**config.mk**
```make
export PLATFORM = sky130hd
export DESIGN_NAME = sdo_parameter_store
export DESIGN_NICKNAME = d
export VERILOG_FILES = /design/src/hw/sdo_store_pkg.sv /design/src/hw/sdo_parameter_store.sv
export SDC_FILE = /design/constraint.sdc
export NUM_CORES = 2
export LEC_CHECK = 0
export ABC_CLOCK_PERIOD_IN_PS = 32400
export BUFFER_PORTS_ARGS = -buffer_cell sky130_fd_sc_hd__buf_2
export CORE_MARGIN = 5
export CORE_UTILIZATION = 55
export CTS_CLUSTER_DIAMETER = 40
export DETAILED_ROUTE_END_ITERATION = 8
export PLACE_DENSITY = 0.8
export SETUP_SLACK_MARGIN = 0.15
export SLEW_MARGIN = 40
export SYNTH_ARGS = -nofsm -noshare
export SYNTH_HDL_FRONTEND = slang
export SYNTH_SLANG_ARGS = --single-unit
```
**constraint.sdc**
```tcl
create_clock -name clock -period 32.4 [get_ports clock]
set_input_delay 4.86 -clock clock [delete_from_list [all_inputs] [get_ports clock]]
set_output_delay 4.86 -clock clock [all_outputs]
set_load 0.01 [all_outputs]
```
**src/hw/sdo_store_pkg.sv**
```systemverilog
// Package of constants and carriers for the SDO parameter store
package sdo_store_pkg;

	localparam logic [7:0]  CMD_DOWNLOAD_NS   = 8'h22;
	localparam logic [7:0]  CMD_DOWNLOAD_4    = 8'h23;
	localparam logic [7:0]  CMD_DOWNLOAD_3    = 8'h27;
	localparam logic [7:0]  CMD_DOWNLOAD_2    = 8'h2b;
	localparam logic [7:0]  CMD_DOWNLOAD_1    = 8'h2f;
	localparam logic [7:0]  CMD_DOWNLOAD_ACK  = 8'h60;
	localparam logic [7:0]  CMD_UPLOAD_REQ    = 8'h40;
	localparam logic [7:0]  CMD_UPLOAD_4      = 8'h43;
	localparam logic [7:0]  CMD_UPLOAD_3      = 8'h47;
	localparam logic [7:0]  CMD_UPLOAD_2      = 8'h4b;
	localparam logic [7:0]  CMD_UPLOAD_1      = 8'h4f;
	localparam logic [7:0]  CMD_WARNING       = 8'h80;

	localparam logic [10:0] ID_REQUEST_BASE   = 11'h600;
	localparam logic [10:0] ID_RESPONSE_BASE  = 11'h580;
	localparam logic [10:0] ID_BOOTUP_BASE    = 11'h700;

	localparam logic [15:0] IDX_COMM_LO       = 16'h1000;
	localparam logic [15:0] IDX_COMM_HI       = 16'h1fff;
	localparam logic [15:0] IDX_MAKER_LO      = 16'h2000;
	localparam logic [15:0] IDX_MAKER_HI      = 16'h5fff;
	localparam logic [15:0] IDX_PROFILE_LO    = 16'h6000;
	localparam logic [15:0] IDX_PROFILE_HI    = 16'h9fff;

	localparam logic [15:0] IDX_SYNC_ID       = 16'h1005;
	localparam logic [15:0] IDX_SW_VERSION    = 16'h100a;
	localparam logic [15:0] IDX_STORE         = 16'h1010;
	localparam logic [15:0] IDX_RESTORE       = 16'h1011;
	localparam logic [15:0] IDX_HEARTBEAT     = 16'h1017;
	localparam logic [15:0] IDX_OS_COMMAND    = 16'h1023;
	localparam logic [15:0] IDX_ERROR_BEHAV   = 16'h1029;
	localparam logic [15:0] IDX_FRAME_COMM    = 16'h1301;
	localparam logic [15:0] IDX_FRAME_MAP     = 16'h1381;
	localparam logic [15:0] IDX_CONFIG_VALID  = 16'h13fe;
	localparam logic [15:0] IDX_CHECKSUM      = 16'h13ff;
	localparam logic [15:0] IDX_HYSTERESIS    = 16'h2003;
	localparam logic [15:0] IDX_NODE_NUMBER   = 16'h3000;
	localparam logic [15:0] IDX_BIT_RATE      = 16'h3001;
	localparam logic [15:0] IDX_OPERATING     = 16'h6000;
	localparam logic [15:0] IDX_RESOLUTION    = 16'h6001;
	localparam logic [15:0] IDX_RANGE         = 16'h6002;
	localparam logic [15:0] IDX_PRESET        = 16'h6003;

	localparam logic [7:0]  STORE_SUBINDEX    = 8'h01;
	localparam logic [31:0] STORE_SIGNATURE   = 32'h65766173;
	localparam logic [31:0] ABORT_SAFETY_OP   = 32'h08000022;

	localparam int          NUM_PARAMS        = 15;
	localparam int          PARAM_BITS        = 4;
	localparam int          STORE_TIME_MS     = 1000;
	localparam int          CLOCK_MHZ         = 100;
	localparam int          STORE_CYCLES      = STORE_TIME_MS * 1000 * CLOCK_MHZ;

	localparam logic [6:0]  NODE_DEFAULT      = 7'h01;
	localparam logic [31:0] PARAM_DEFAULT     = 32'h00000000;
	localparam logic [31:0] SYNC_DEFAULT      = 32'h80000080;
	localparam logic [31:0] SW_VERSION        = 32'h00010000;

	typedef enum logic [1:0] {
		NET_INIT,
		NET_PREOP,
		NET_OPERATIONAL,
		NET_STOPPED
	} net_state_t;

	typedef struct packed {
		logic [10:0] id;
		logic [7:0]  command;
		logic [15:0] index;
		logic [7:0]  subindex;
		logic [31:0] value;
	} sdo_frame_t;

endpackage : sdo_store_pkg

```
**src/hw/sdo_parameter_store.sv**
```systemverilog
// Expedited SDO interpreter with working copy and a parameter store kept over NMT resets but cleared by rstn
`timescale 1ns/10ps

module sdo_parameter_store
	import sdo_store_pkg::*;
#(
	parameter int STORE_BUSY_CYCLES = STORE_CYCLES
) (
	input  wire logic       clock,
	input  wire logic       rstn,
	input  wire logic       rx_valid,
	input  wire sdo_frame_t rx_frame,
	input  wire logic       nmt_valid,
	input  wire logic [7:0] nmt_command,
	input  wire logic [7:0] nmt_node,
	input  wire logic       store_disturbed,
	output logic            tx_valid,
	output sdo_frame_t      tx_frame,
	output logic            bootup_valid,
	output logic [10:0]     bootup_id,
	output logic            safety_frames_enable,
	output logic            store_busy,
	output logic [6:0]      node_number_field
);

	localparam logic [7:0] NMT_START      = 8'h01;
	localparam logic [7:0] NMT_STOP       = 8'h02;
	localparam logic [7:0] NMT_PREOP      = 8'h80;
	localparam logic [7:0] NMT_RESET_NODE = 8'h81;
	localparam logic [7:0] NMT_RESET_COMM = 8'h82;

	typedef enum logic [1:0] {
		ST_BOOT,
		ST_IDLE,
		ST_STORING
	} phase_t;

	typedef struct packed {
		phase_t                          phase;
		net_state_t                      net;
		logic [NUM_PARAMS-1:0][31:0]     work;
		logic [NUM_PARAMS-1:0][31:0]     nonvol;
		logic                            nonvol_ok;
		logic [31:0]                     busy_count;
		logic                            tx_valid;
		sdo_frame_t                      tx_frame;
		logic                            bootup_valid;
		logic [10:0]                     bootup_id;
		logic                            safety_en;
		logic [15:0]                     store_index;
		logic                            busy;
	} state_t;

	logic   rst_meta;
	logic   rst_sync;
	state_t s;
	state_t next_s;

	////////////////////////////////////////////////////////////////////////////
	// Reset release through two flops

	always_ff @(posedge clock or negedge rstn) begin
		if (!rstn) begin
			rst_meta <= 1'b0;
			rst_sync <= 1'b0;
		end else begin
			rst_meta <= 1'b1;
			rst_sync <= rst_meta;
		end
	end

	////////////////////////////////////////////////////////////////////////////
	// Store disturbance comes from outside the clock domain; two flops before use

	logic disturb_meta;
	logic disturb_sync;

	always_ff @(posedge clock or negedge rst_sync) begin
		if (!rst_sync) begin
			disturb_meta <= 1'b0;
			disturb_sync <= 1'b0;
		end else begin
			disturb_meta <= store_disturbed;
			disturb_sync <= disturb_meta;
		end
	end

	////////////////////////////////////////////////////////////////////////////
	// Object lookup helpers

	function automatic logic [PARAM_BITS-1:0] slot_of(input logic [15:0] idx);
		logic [PARAM_BITS-1:0] r;
		r = 4'hf;
		unique case (idx)
			IDX_SYNC_ID:      r = 4'h0;
			IDX_HEARTBEAT:    r = 4'h1;
			IDX_OS_COMMAND:   r = 4'h2;
			IDX_ERROR_BEHAV:  r = 4'h3;
			IDX_FRAME_COMM:   r = 4'h4;
			IDX_FRAME_MAP:    r = 4'h5;
			IDX_CONFIG_VALID: r = 4'h6;
			IDX_CHECKSUM:     r = 4'h7;
			IDX_HYSTERESIS:   r = 4'h8;
			IDX_NODE_NUMBER:  r = 4'h9;
			IDX_BIT_RATE:     r = 4'ha;
			IDX_OPERATING:    r = 4'hb;
			IDX_RESOLUTION:   r = 4'hc;
			IDX_RANGE:        r = 4'hd;
			IDX_PRESET:       r = 4'he;
			default:          r = 4'hf;
		endcase
		return r;
	endfunction : slot_of

	// Safety objects may only be downloaded singly outside the operational state; a restore still sets them to defaults there
	function automatic logic is_safety(input logic [15:0] idx);
		logic r;
		r = 1'b0;
		unique case (idx)
			IDX_FRAME_COMM:   r = 1'b1;
			IDX_FRAME_MAP:    r = 1'b1;
			IDX_CONFIG_VALID: r = 1'b1;
			IDX_CHECKSUM:     r = 1'b1;
			IDX_OPERATING:    r = 1'b1;
			IDX_RESOLUTION:   r = 1'b1;
			IDX_RANGE:        r = 1'b1;
			IDX_PRESET:       r = 1'b1;
			default:          r = 1'b0;
		endcase
		return r;
	endfunction : is_safety

	// Same defaults for every encoder type, node number and bit rate included
	function automatic logic [NUM_PARAMS-1:0][31:0] defaults();
		logic [NUM_PARAMS-1:0][31:0] d;
		for (int i = 0; i < NUM_PARAMS; i++) begin
			d[i] = PARAM_DEFAULT;
		end
		d[0] = SYNC_DEFAULT;
		d[9] = {25'h0, NODE_DEFAULT};
		return d;
	endfunction : defaults

	// Value length in bytes of a download command; zero when the command is no download
	function automatic logic [7:0] download_len_ok(input logic [7:0] cmd);
		logic [7:0] r;
		r = 8'h00;
		unique case (cmd)
			CMD_DOWNLOAD_NS: r = 8'h04;
			CMD_DOWNLOAD_4:  r = 8'h04;
			CMD_DOWNLOAD_3:  r = 8'h03;
			CMD_DOWNLOAD_2:  r = 8'h02;
			CMD_DOWNLOAD_1:  r = 8'h01;
			default:         r = 8'h00;
		endcase
		return r;
	endfunction : download_len_ok

	// Size-indicated downloads of 3, 2 or 1 bytes carry fewer bytes; unused upper bytes are dropped
	function automatic logic [31:0] download_value(input logic [7:0] cmd, input logic [31:0] v);
		logic [31:0] r;
		r = v;
		if (cmd == CMD_DOWNLOAD_3) begin
			r = {8'h00, v[23:0]};
		end else if (cmd == CMD_DOWNLOAD_2) begin
			r = {16'h0000, v[15:0]};
		end else if (cmd == CMD_DOWNLOAD_1) begin
			r = {24'h000000, v[7:0]};
		end
		return r;
	endfunction : download_value

	function automatic logic [7:0] upload_cmd(input logic [31:0] v);
		logic [7:0] r;
		if (v[31:24] != 8'h00) begin
			r = CMD_UPLOAD_4;
		end else if (v[23:16] != 8'h00) begin
			r = CMD_UPLOAD_3;
		end else if (v[15:8] != 8'h00) begin
			r = CMD_UPLOAD_2;
		end else begin
			r = CMD_UPLOAD_1;
		end
		return r;
	endfunction : upload_cmd

	////////////////////////////////////////////////////////////////////////////
	// Next state

	logic [6:0]                  own_node;
	logic [PARAM_BITS-1:0]       slot;
	logic                        addressed;
	logic                        in_area;
	logic                        nmt_mine;
	logic                        nmt_reset;
	logic                        is_upload;
	logic                        is_download;
	logic                        store_ok;
	logic                        safety_refused;
	logic [NUM_PARAMS-1:0][31:0] boot_image;

	always_comb begin
		next_s = s;
		next_s.tx_valid = 1'b0;
		next_s.bootup_valid = 1'b0;
		own_node = s.work[9][6:0];
		slot = slot_of(rx_frame.index);
		addressed = rx_valid && (rx_frame.id == (ID_REQUEST_BASE + {4'h0, own_node}));
		in_area = (rx_frame.index >= IDX_COMM_LO) && (rx_frame.index <= IDX_PROFILE_HI);
		nmt_mine = nmt_valid && ((nmt_node == 8'h00) || (nmt_node == {1'b0, own_node}));
		nmt_reset = nmt_mine && ((nmt_command == NMT_RESET_NODE) || (nmt_command == NMT_RESET_COMM));
		is_upload = (rx_frame.command == CMD_UPLOAD_REQ);
		is_download = (download_len_ok(rx_frame.command) != 8'h00) && in_area;
		store_ok = (rx_frame.subindex == STORE_SUBINDEX) && (rx_frame.value == STORE_SIGNATURE);
		safety_refused = (s.net == NET_OPERATIONAL) && is_safety(rx_frame.index);
		// Image chosen once so the boot-up identifier and the working copy agree
		boot_image = s.nonvol_ok ? s.nonvol : defaults();
		next_s.tx_frame.id = ID_RESPONSE_BASE + {4'h0, own_node};
		unique case (s.phase)
			ST_BOOT: begin
				// Stored values become active here; a damaged image gives defaults
				next_s.work = boot_image;
				next_s.net = NET_PREOP;
				next_s.bootup_valid = 1'b1;
				next_s.bootup_id = ID_BOOTUP_BASE + {4'h0, boot_image[9][6:0]};
				next_s.phase = ST_IDLE;
			end
			ST_IDLE: begin
				if (nmt_mine) begin
					if (nmt_command == NMT_START) begin
						next_s.net = NET_OPERATIONAL;
					end else if (nmt_command == NMT_STOP) begin
						next_s.net = NET_STOPPED;
					end else if (nmt_command == NMT_PREOP) begin
						next_s.net = NET_PREOP;
					end else if ((nmt_command == NMT_RESET_NODE) || (nmt_command == NMT_RESET_COMM)) begin
						next_s.phase = ST_BOOT;
					end
				end else if (addressed && (s.net != NET_STOPPED)) begin
					next_s.tx_valid = 1'b1;
					next_s.tx_frame.index = rx_frame.index;
					next_s.tx_frame.subindex = rx_frame.subindex;
					next_s.tx_frame.value = 32'h0;
					next_s.tx_frame.command = CMD_WARNING;
					if (is_upload) begin
						if (rx_frame.index == IDX_SW_VERSION) begin
							next_s.tx_frame.command = upload_cmd(SW_VERSION);
							next_s.tx_frame.value = SW_VERSION;
						end else if (slot != 4'hf) begin
							next_s.tx_frame.command = upload_cmd(s.work[slot]);
							next_s.tx_frame.value = s.work[slot];
						end
					end else if (is_download) begin
						if (safety_refused) begin
							next_s.tx_frame.value = ABORT_SAFETY_OP;
						end else if (rx_frame.index == IDX_STORE) begin
							if (store_ok) begin
								// Reply held back until the write is done
								next_s.tx_valid = 1'b0;
								next_s.phase = ST_STORING;
								next_s.busy_count = STORE_BUSY_CYCLES;
								next_s.nonvol_ok = 1'b0;
								next_s.store_index = rx_frame.index;
							end
						end else if (rx_frame.index == IDX_RESTORE) begin
							next_s.work = defaults();
							next_s.tx_frame.command = CMD_DOWNLOAD_ACK;
						end else if (slot != 4'hf) begin
							next_s.work[slot] = download_value(rx_frame.command, rx_frame.value);
							next_s.tx_frame.command = CMD_DOWNLOAD_ACK;
						end
					end
				end
			end
			ST_STORING: begin
				// Requests and NMT commands other than a reset are ignored now; a disturbance leaves the image invalid
				// Either reset mid-write would leave a half-written image, so it counts as a disturbance
				if (disturb_sync || nmt_reset) begin
					next_s.phase = ST_BOOT;
				end else if (s.busy_count > 32'd1) begin
					next_s.busy_count = s.busy_count - 32'd1;
				end else begin
					next_s.nonvol = s.work;
					next_s.nonvol_ok = 1'b1;
					next_s.phase = ST_IDLE;
					next_s.tx_valid = 1'b1;
					next_s.tx_frame.command = CMD_DOWNLOAD_ACK;
					next_s.tx_frame.index = s.store_index;
					next_s.tx_frame.subindex = STORE_SUBINDEX;
					next_s.tx_frame.value = 32'h0;
				end
			end
		endcase
		// Frames run only when operational with configuration valid set
		next_s.safety_en = (next_s.net == NET_OPERATIONAL) && next_s.work[6][0];
		// Kept as a flop so the busy output needs no decode after the register
		next_s.busy = (next_s.phase == ST_STORING);
	end

	////////////////////////////////////////////////////////////////////////////
	// State register

	always_ff @(posedge clock or negedge rst_sync) begin
		if (!rst_sync) begin
			s <= '0;
		end else begin
			s <= next_s;
		end
	end

	////////////////////////////////////////////////////////////////////////////
	// Outputs, each straight from a state flop

	assign tx_valid             = s.tx_valid;
	assign tx_frame             = s.tx_frame;
	assign bootup_valid         = s.bootup_valid;
	assign bootup_id            = s.bootup_id;
	assign safety_frames_enable = s.safety_en;
	assign store_busy           = s.busy;
	assign node_number_field    = s.work[9][6:0];

endmodule : sdo_parameter_store

```
==> impl_summary.md <==
Die
The die is 314 um wide. The die is 314 um tall. The count of standard-cell rows is 111.

The floorplan step defined a die boundary enclosing 98,300 um^2. Pin placement for this block handled 193 I/O pins. For this configuration, the core starts out at a cell density of 0.554. The area of the placeable core is 91,500 um^2.

Timing
The number of hold violations in the final report was 0. The final-report max-slew violation count came to 0. In this run the tightest slew margin relative to its limit is 0.394.

For the final database, setup skew stands at 0.0354 ns. In the finished design, the share of the clock period the worst path needs comes to 0.314. The slew at the pin with the worst max-slew slack is 0.909 ns. The clock period minus worst slack is 10.18 ns.

For this run, the top clock speed supported by timing is 98.2 MHz. Setup violations remaining at the end of the flow were counted as 0. Setup repair after global routing left no endpoint under its margin. The setup TNS is 0 ns.

Cells and area
After filler insertion, the fill cell instance count of the layout stands at 7,185. In the final design database the tool counted 5,982 nets. The final core area utilization is 0.622. Relative to the synthesized area, the layout overhead comes to 12.3%.

In the final layout, the share of cells above drive strength 1 is 0.103. The post-layout instance area is 56,900 um^2.

Synth
After synthesis the netlist holds a flip-flop and latch count of 1,099. The gate count after technology mapping is 5,933. The synthesized design spends more area on one cell type than any other, namely dfrtp_1. Among all flip-flop cells after synthesis, the most frequent one is dfrtp_1.

The number of distinct library cells after synthesis is 81. In this run, synthesis inferred 0 flip-flops with an integrated enable. Yosys attributes the largest share of cell area to dfrtp_1 (54%), nand2_1 (16%), o21ai_0 (6.2%), a21oi_1 (3.5%), a22oi_1 (2.9%). The post-synthesis instance area is 50,700 um^2. Of the synthesized area, sequential elements account for 0.543. Sorting the synthesized cells by how often they occur yields nand2_1 (2,110), dfrtp_1 (1,099), o21ai_0 (629), nor2_1 (352), a21oi_1 (350).

The cell with the most instances after synthesis is nand2_1. The fraction of registers with async set/reset is 1.00. For this run, the number of Yosys warnings is 0. The share of Yosys cell area claimed by the top area cell type is 0.543. The post-synthesis average cell area is 8.54 um^2.

CTS
The H-tree generated during clock tree synthesis spans 4 levels. The total of cells resized after clock tree synthesis is 0. For this design, the CTS-stage hold fixing added 0 buffers. The number of buffers created by CTS is 141. No sink is reached through more buffers than the 3 on the longest clock path. The number of setup buffers added after CTS is 0. TritonCTS built the clock tree.

The post-CTS clock slew at the launch and capture registers of the worst setup and hold paths is 0.06 ns. The clock reaches the later pin of the worst-skew pair after 0.77 ns. The tree built by TritonCTS fans out to 1,099 sinks. The root buffer cell is clkbuf_16.

Pwr
VDD sags by at most 0.0619 mV. The leakage component of the power is 27.1 nW. For this design the ratio of total power to cell area is 60.2 nW/um^2.

Detailed routing
The via count of the routed design is 47.1k. Summed over all layers, the routed wires come to 175 mm. The detailed route wirelength on metal2 is 74.5 mm. The detailed-routed wire length on met3 is 25.9 mm.

For this block, the initial DRC count from the detailed router was 8,115. The number of nets still failing antenna checks after routing is 0. Before antenna repair, the detailed router went through 9 iterations. After detailed routing, the wire length on met1 is 64.6 mm. The number of DRC violations after detailed routing is 2. Dividing the detail-routed via count by the number of cells gives 6.56.

Routed signal wires occupy layers up through met5. The average wire length per cell after detail routing is 24.4 um.

Global routing
The initial antenna violation count was 6. The number of global-route vias before repair was 45.3k. In the global route stage, overall resource usage came out at 0.348. The largest net degree at the start of global routing is 201. The first global-routing pass estimated 269 mm of wire. Global routing finished with a remaining overflow of 0.

Place
The half-perimeter wire length after detailed placement is 104 mm. The total placed instance area is 52,000 um^2. In this run the tool buffered the top-level ports with 189 buffer cells. At the end of routability-driven placement, the weighted congestion stood at 0.915.

Critical path
The cell family contributing the most delay on the critical path is simple AND/OR/NAND/NOR gates. Along the worst path, the maximum fanout reaches 142. The worst setup path is captured at a flop.

The maximum cell stage delay along the critical path is 0.77 ns. The worst setup path is launched from a primary input. The critical path is of the in -> reg type. The slowest stage of the critical path is the buf_4 cell. The setup slack on the worst flop-to-flop path is 26.21 ns. The sum of buffers and inverters on the critical path is 5.

Walking the worst path, the cells encountered are buf_2 > nor4_2 > nand3_1 > or3_1 > buf_4 > a311o_1 > nor2b_1 > o21ai_1 > nor2_1 > nand3_1 > and2_4 > buf_4 > buf_12 > buf_16 > o21ai_0. The arrival time reported for the critical path endpoint is 10.77 ns. The data required time at the worst endpoint is 32.98 ns.

Job
The tool flagged a number of max-cap violations equal to 0.

Outcome
The run finished, with violations left. The checks that failed: DRC.

Hold path
The type of the tightest min-delay check is reg -> async.
==> where the power goes <==
group	internal, mW	switching, mW
sequential	1.39	0.0201
combinational	0.0603	0.384
clock	0.919	0.651
total	2.37	1.06
==> flip-flops by register name (all words and copies together) (netlist names) <==
name and cells:
bootup_id 8, bootup_valid 1, disturb_meta 1, disturb_sync 1, node_number_field 7, rst_meta 1
rst_sync 1, s 1006, safety_frames_enable 1, store_busy 1, tx_frame 70, tx_valid 1
==> cells in the final DEF, fill, tap and decap left out, types with 15 or more instances in the layout <==
cell type / count
clkinv_2: 18
inv_6: 19
nand3_1: 54
a21oi_1: 349
inv_1: 32
buf_4: 79
mux2i_1: 17
nand4_1: 20
dfrtp_1: 1098
a22oi_1: 198
o21ai_0: 629
clkbuf_1: 15
nand2_1: 2101
clkbuf_16: 141
a22o_1: 160
nor2_1: 348
o22ai_1: 46
and2_1: 21
buf_2: 197
nor4b_1: 15
or3_1: 23
nor3_1: 29
nor4_1: 15
a222oi_1: 22
==> logic make-up (layout without fill, tap and decap cells) <==
| kind of cell | count (synthesis) | in the layout | synth area share |
|---|---|---|---|
| AO/OA/AOI/OAI | 1506 | 1506 | 0.180 |
| flip-flops | 1099 | 1099 | 0.543 |
| other | 2 | 13 | 0.000148 |
| buffers and inverters | 540 | 592 | 0.0499 |
| AND/OR/NAND/NOR | 2745 | 2745 | 0.219 |
| multiplexers | 19 | 19 | 0.00380 |
| XOR/XNOR | 17 | 17 | 0.00294 |
| adder cells (fa/ha/maj) | 5 | 5 | 0.00123 |
==> metrics by stage <==
stage | cells | power, mW | hold slack, ns | setup WS (ns)
after floorplan | 5936 | 1.67 | 0.331 | 14.58
final | 7182 | 3.42 | 0.205 | 22.22
after detailed placement | 6914 | 1.85 | 0.337 | 21.43
after global routing | 7174 | 3.50 | 0.232 | 22.16
after CTS | 7164 | 3.40 | 0.357 | 22.16
after global placement | 6902 | 1.84 | 0.334 | 21.59
==> path summary, 6_finish.rpt <==
check | start | end | depth (start not counted)
max | rx_frame[44] | s[778]$_DFFE_PN0P_ | 15
min | rst_sync$_DFF_PN0_ | s[303]$_DFFE_PN0P_ | 0
max reg2reg | node_number_field[0]$_DFFE_PN0P_ | s[834]$_DFFE_PN0P_ | 13
min reg2reg | rst_sync$_DFF_PN0_ | s[303]$_DFFE_PN0P_ | 0
max in group asynchronous | rstn | rst_sync$_DFF_PN0_ | 1
min in group clock | rst_meta$_DFF_PN0_ | rst_sync$_DFF_PN0_ | 0
==> layer usage <==
layer,GRT usage,vias up
li1,-,19900
met1,0.465,22800
met2,0.498,3696
met3,0.132,685
met4,0.183,4
met5,0,-
==> final cells by class <==
| cell class | count | area (um^2) | area share |
|---|---|---|---|
| timing repair buffer | 310 | 2170 | 0.0381 |
| multi-input combinational | 4297 | 20900 | 0.368 |
| antenna | 8 | 20.0 | 0.000352 |
| tap | 1186 | 1480 | 0.0261 |
| clock buffer | 166 | 3720 | 0.0654 |
| inverter | 32 | 120 | 0.00211 |
| sequential | 1099 | 27500 | 0.484 |
| clock inverter | 84 | 953 | 0.0168 |
(Power assumes the default switching activity.)
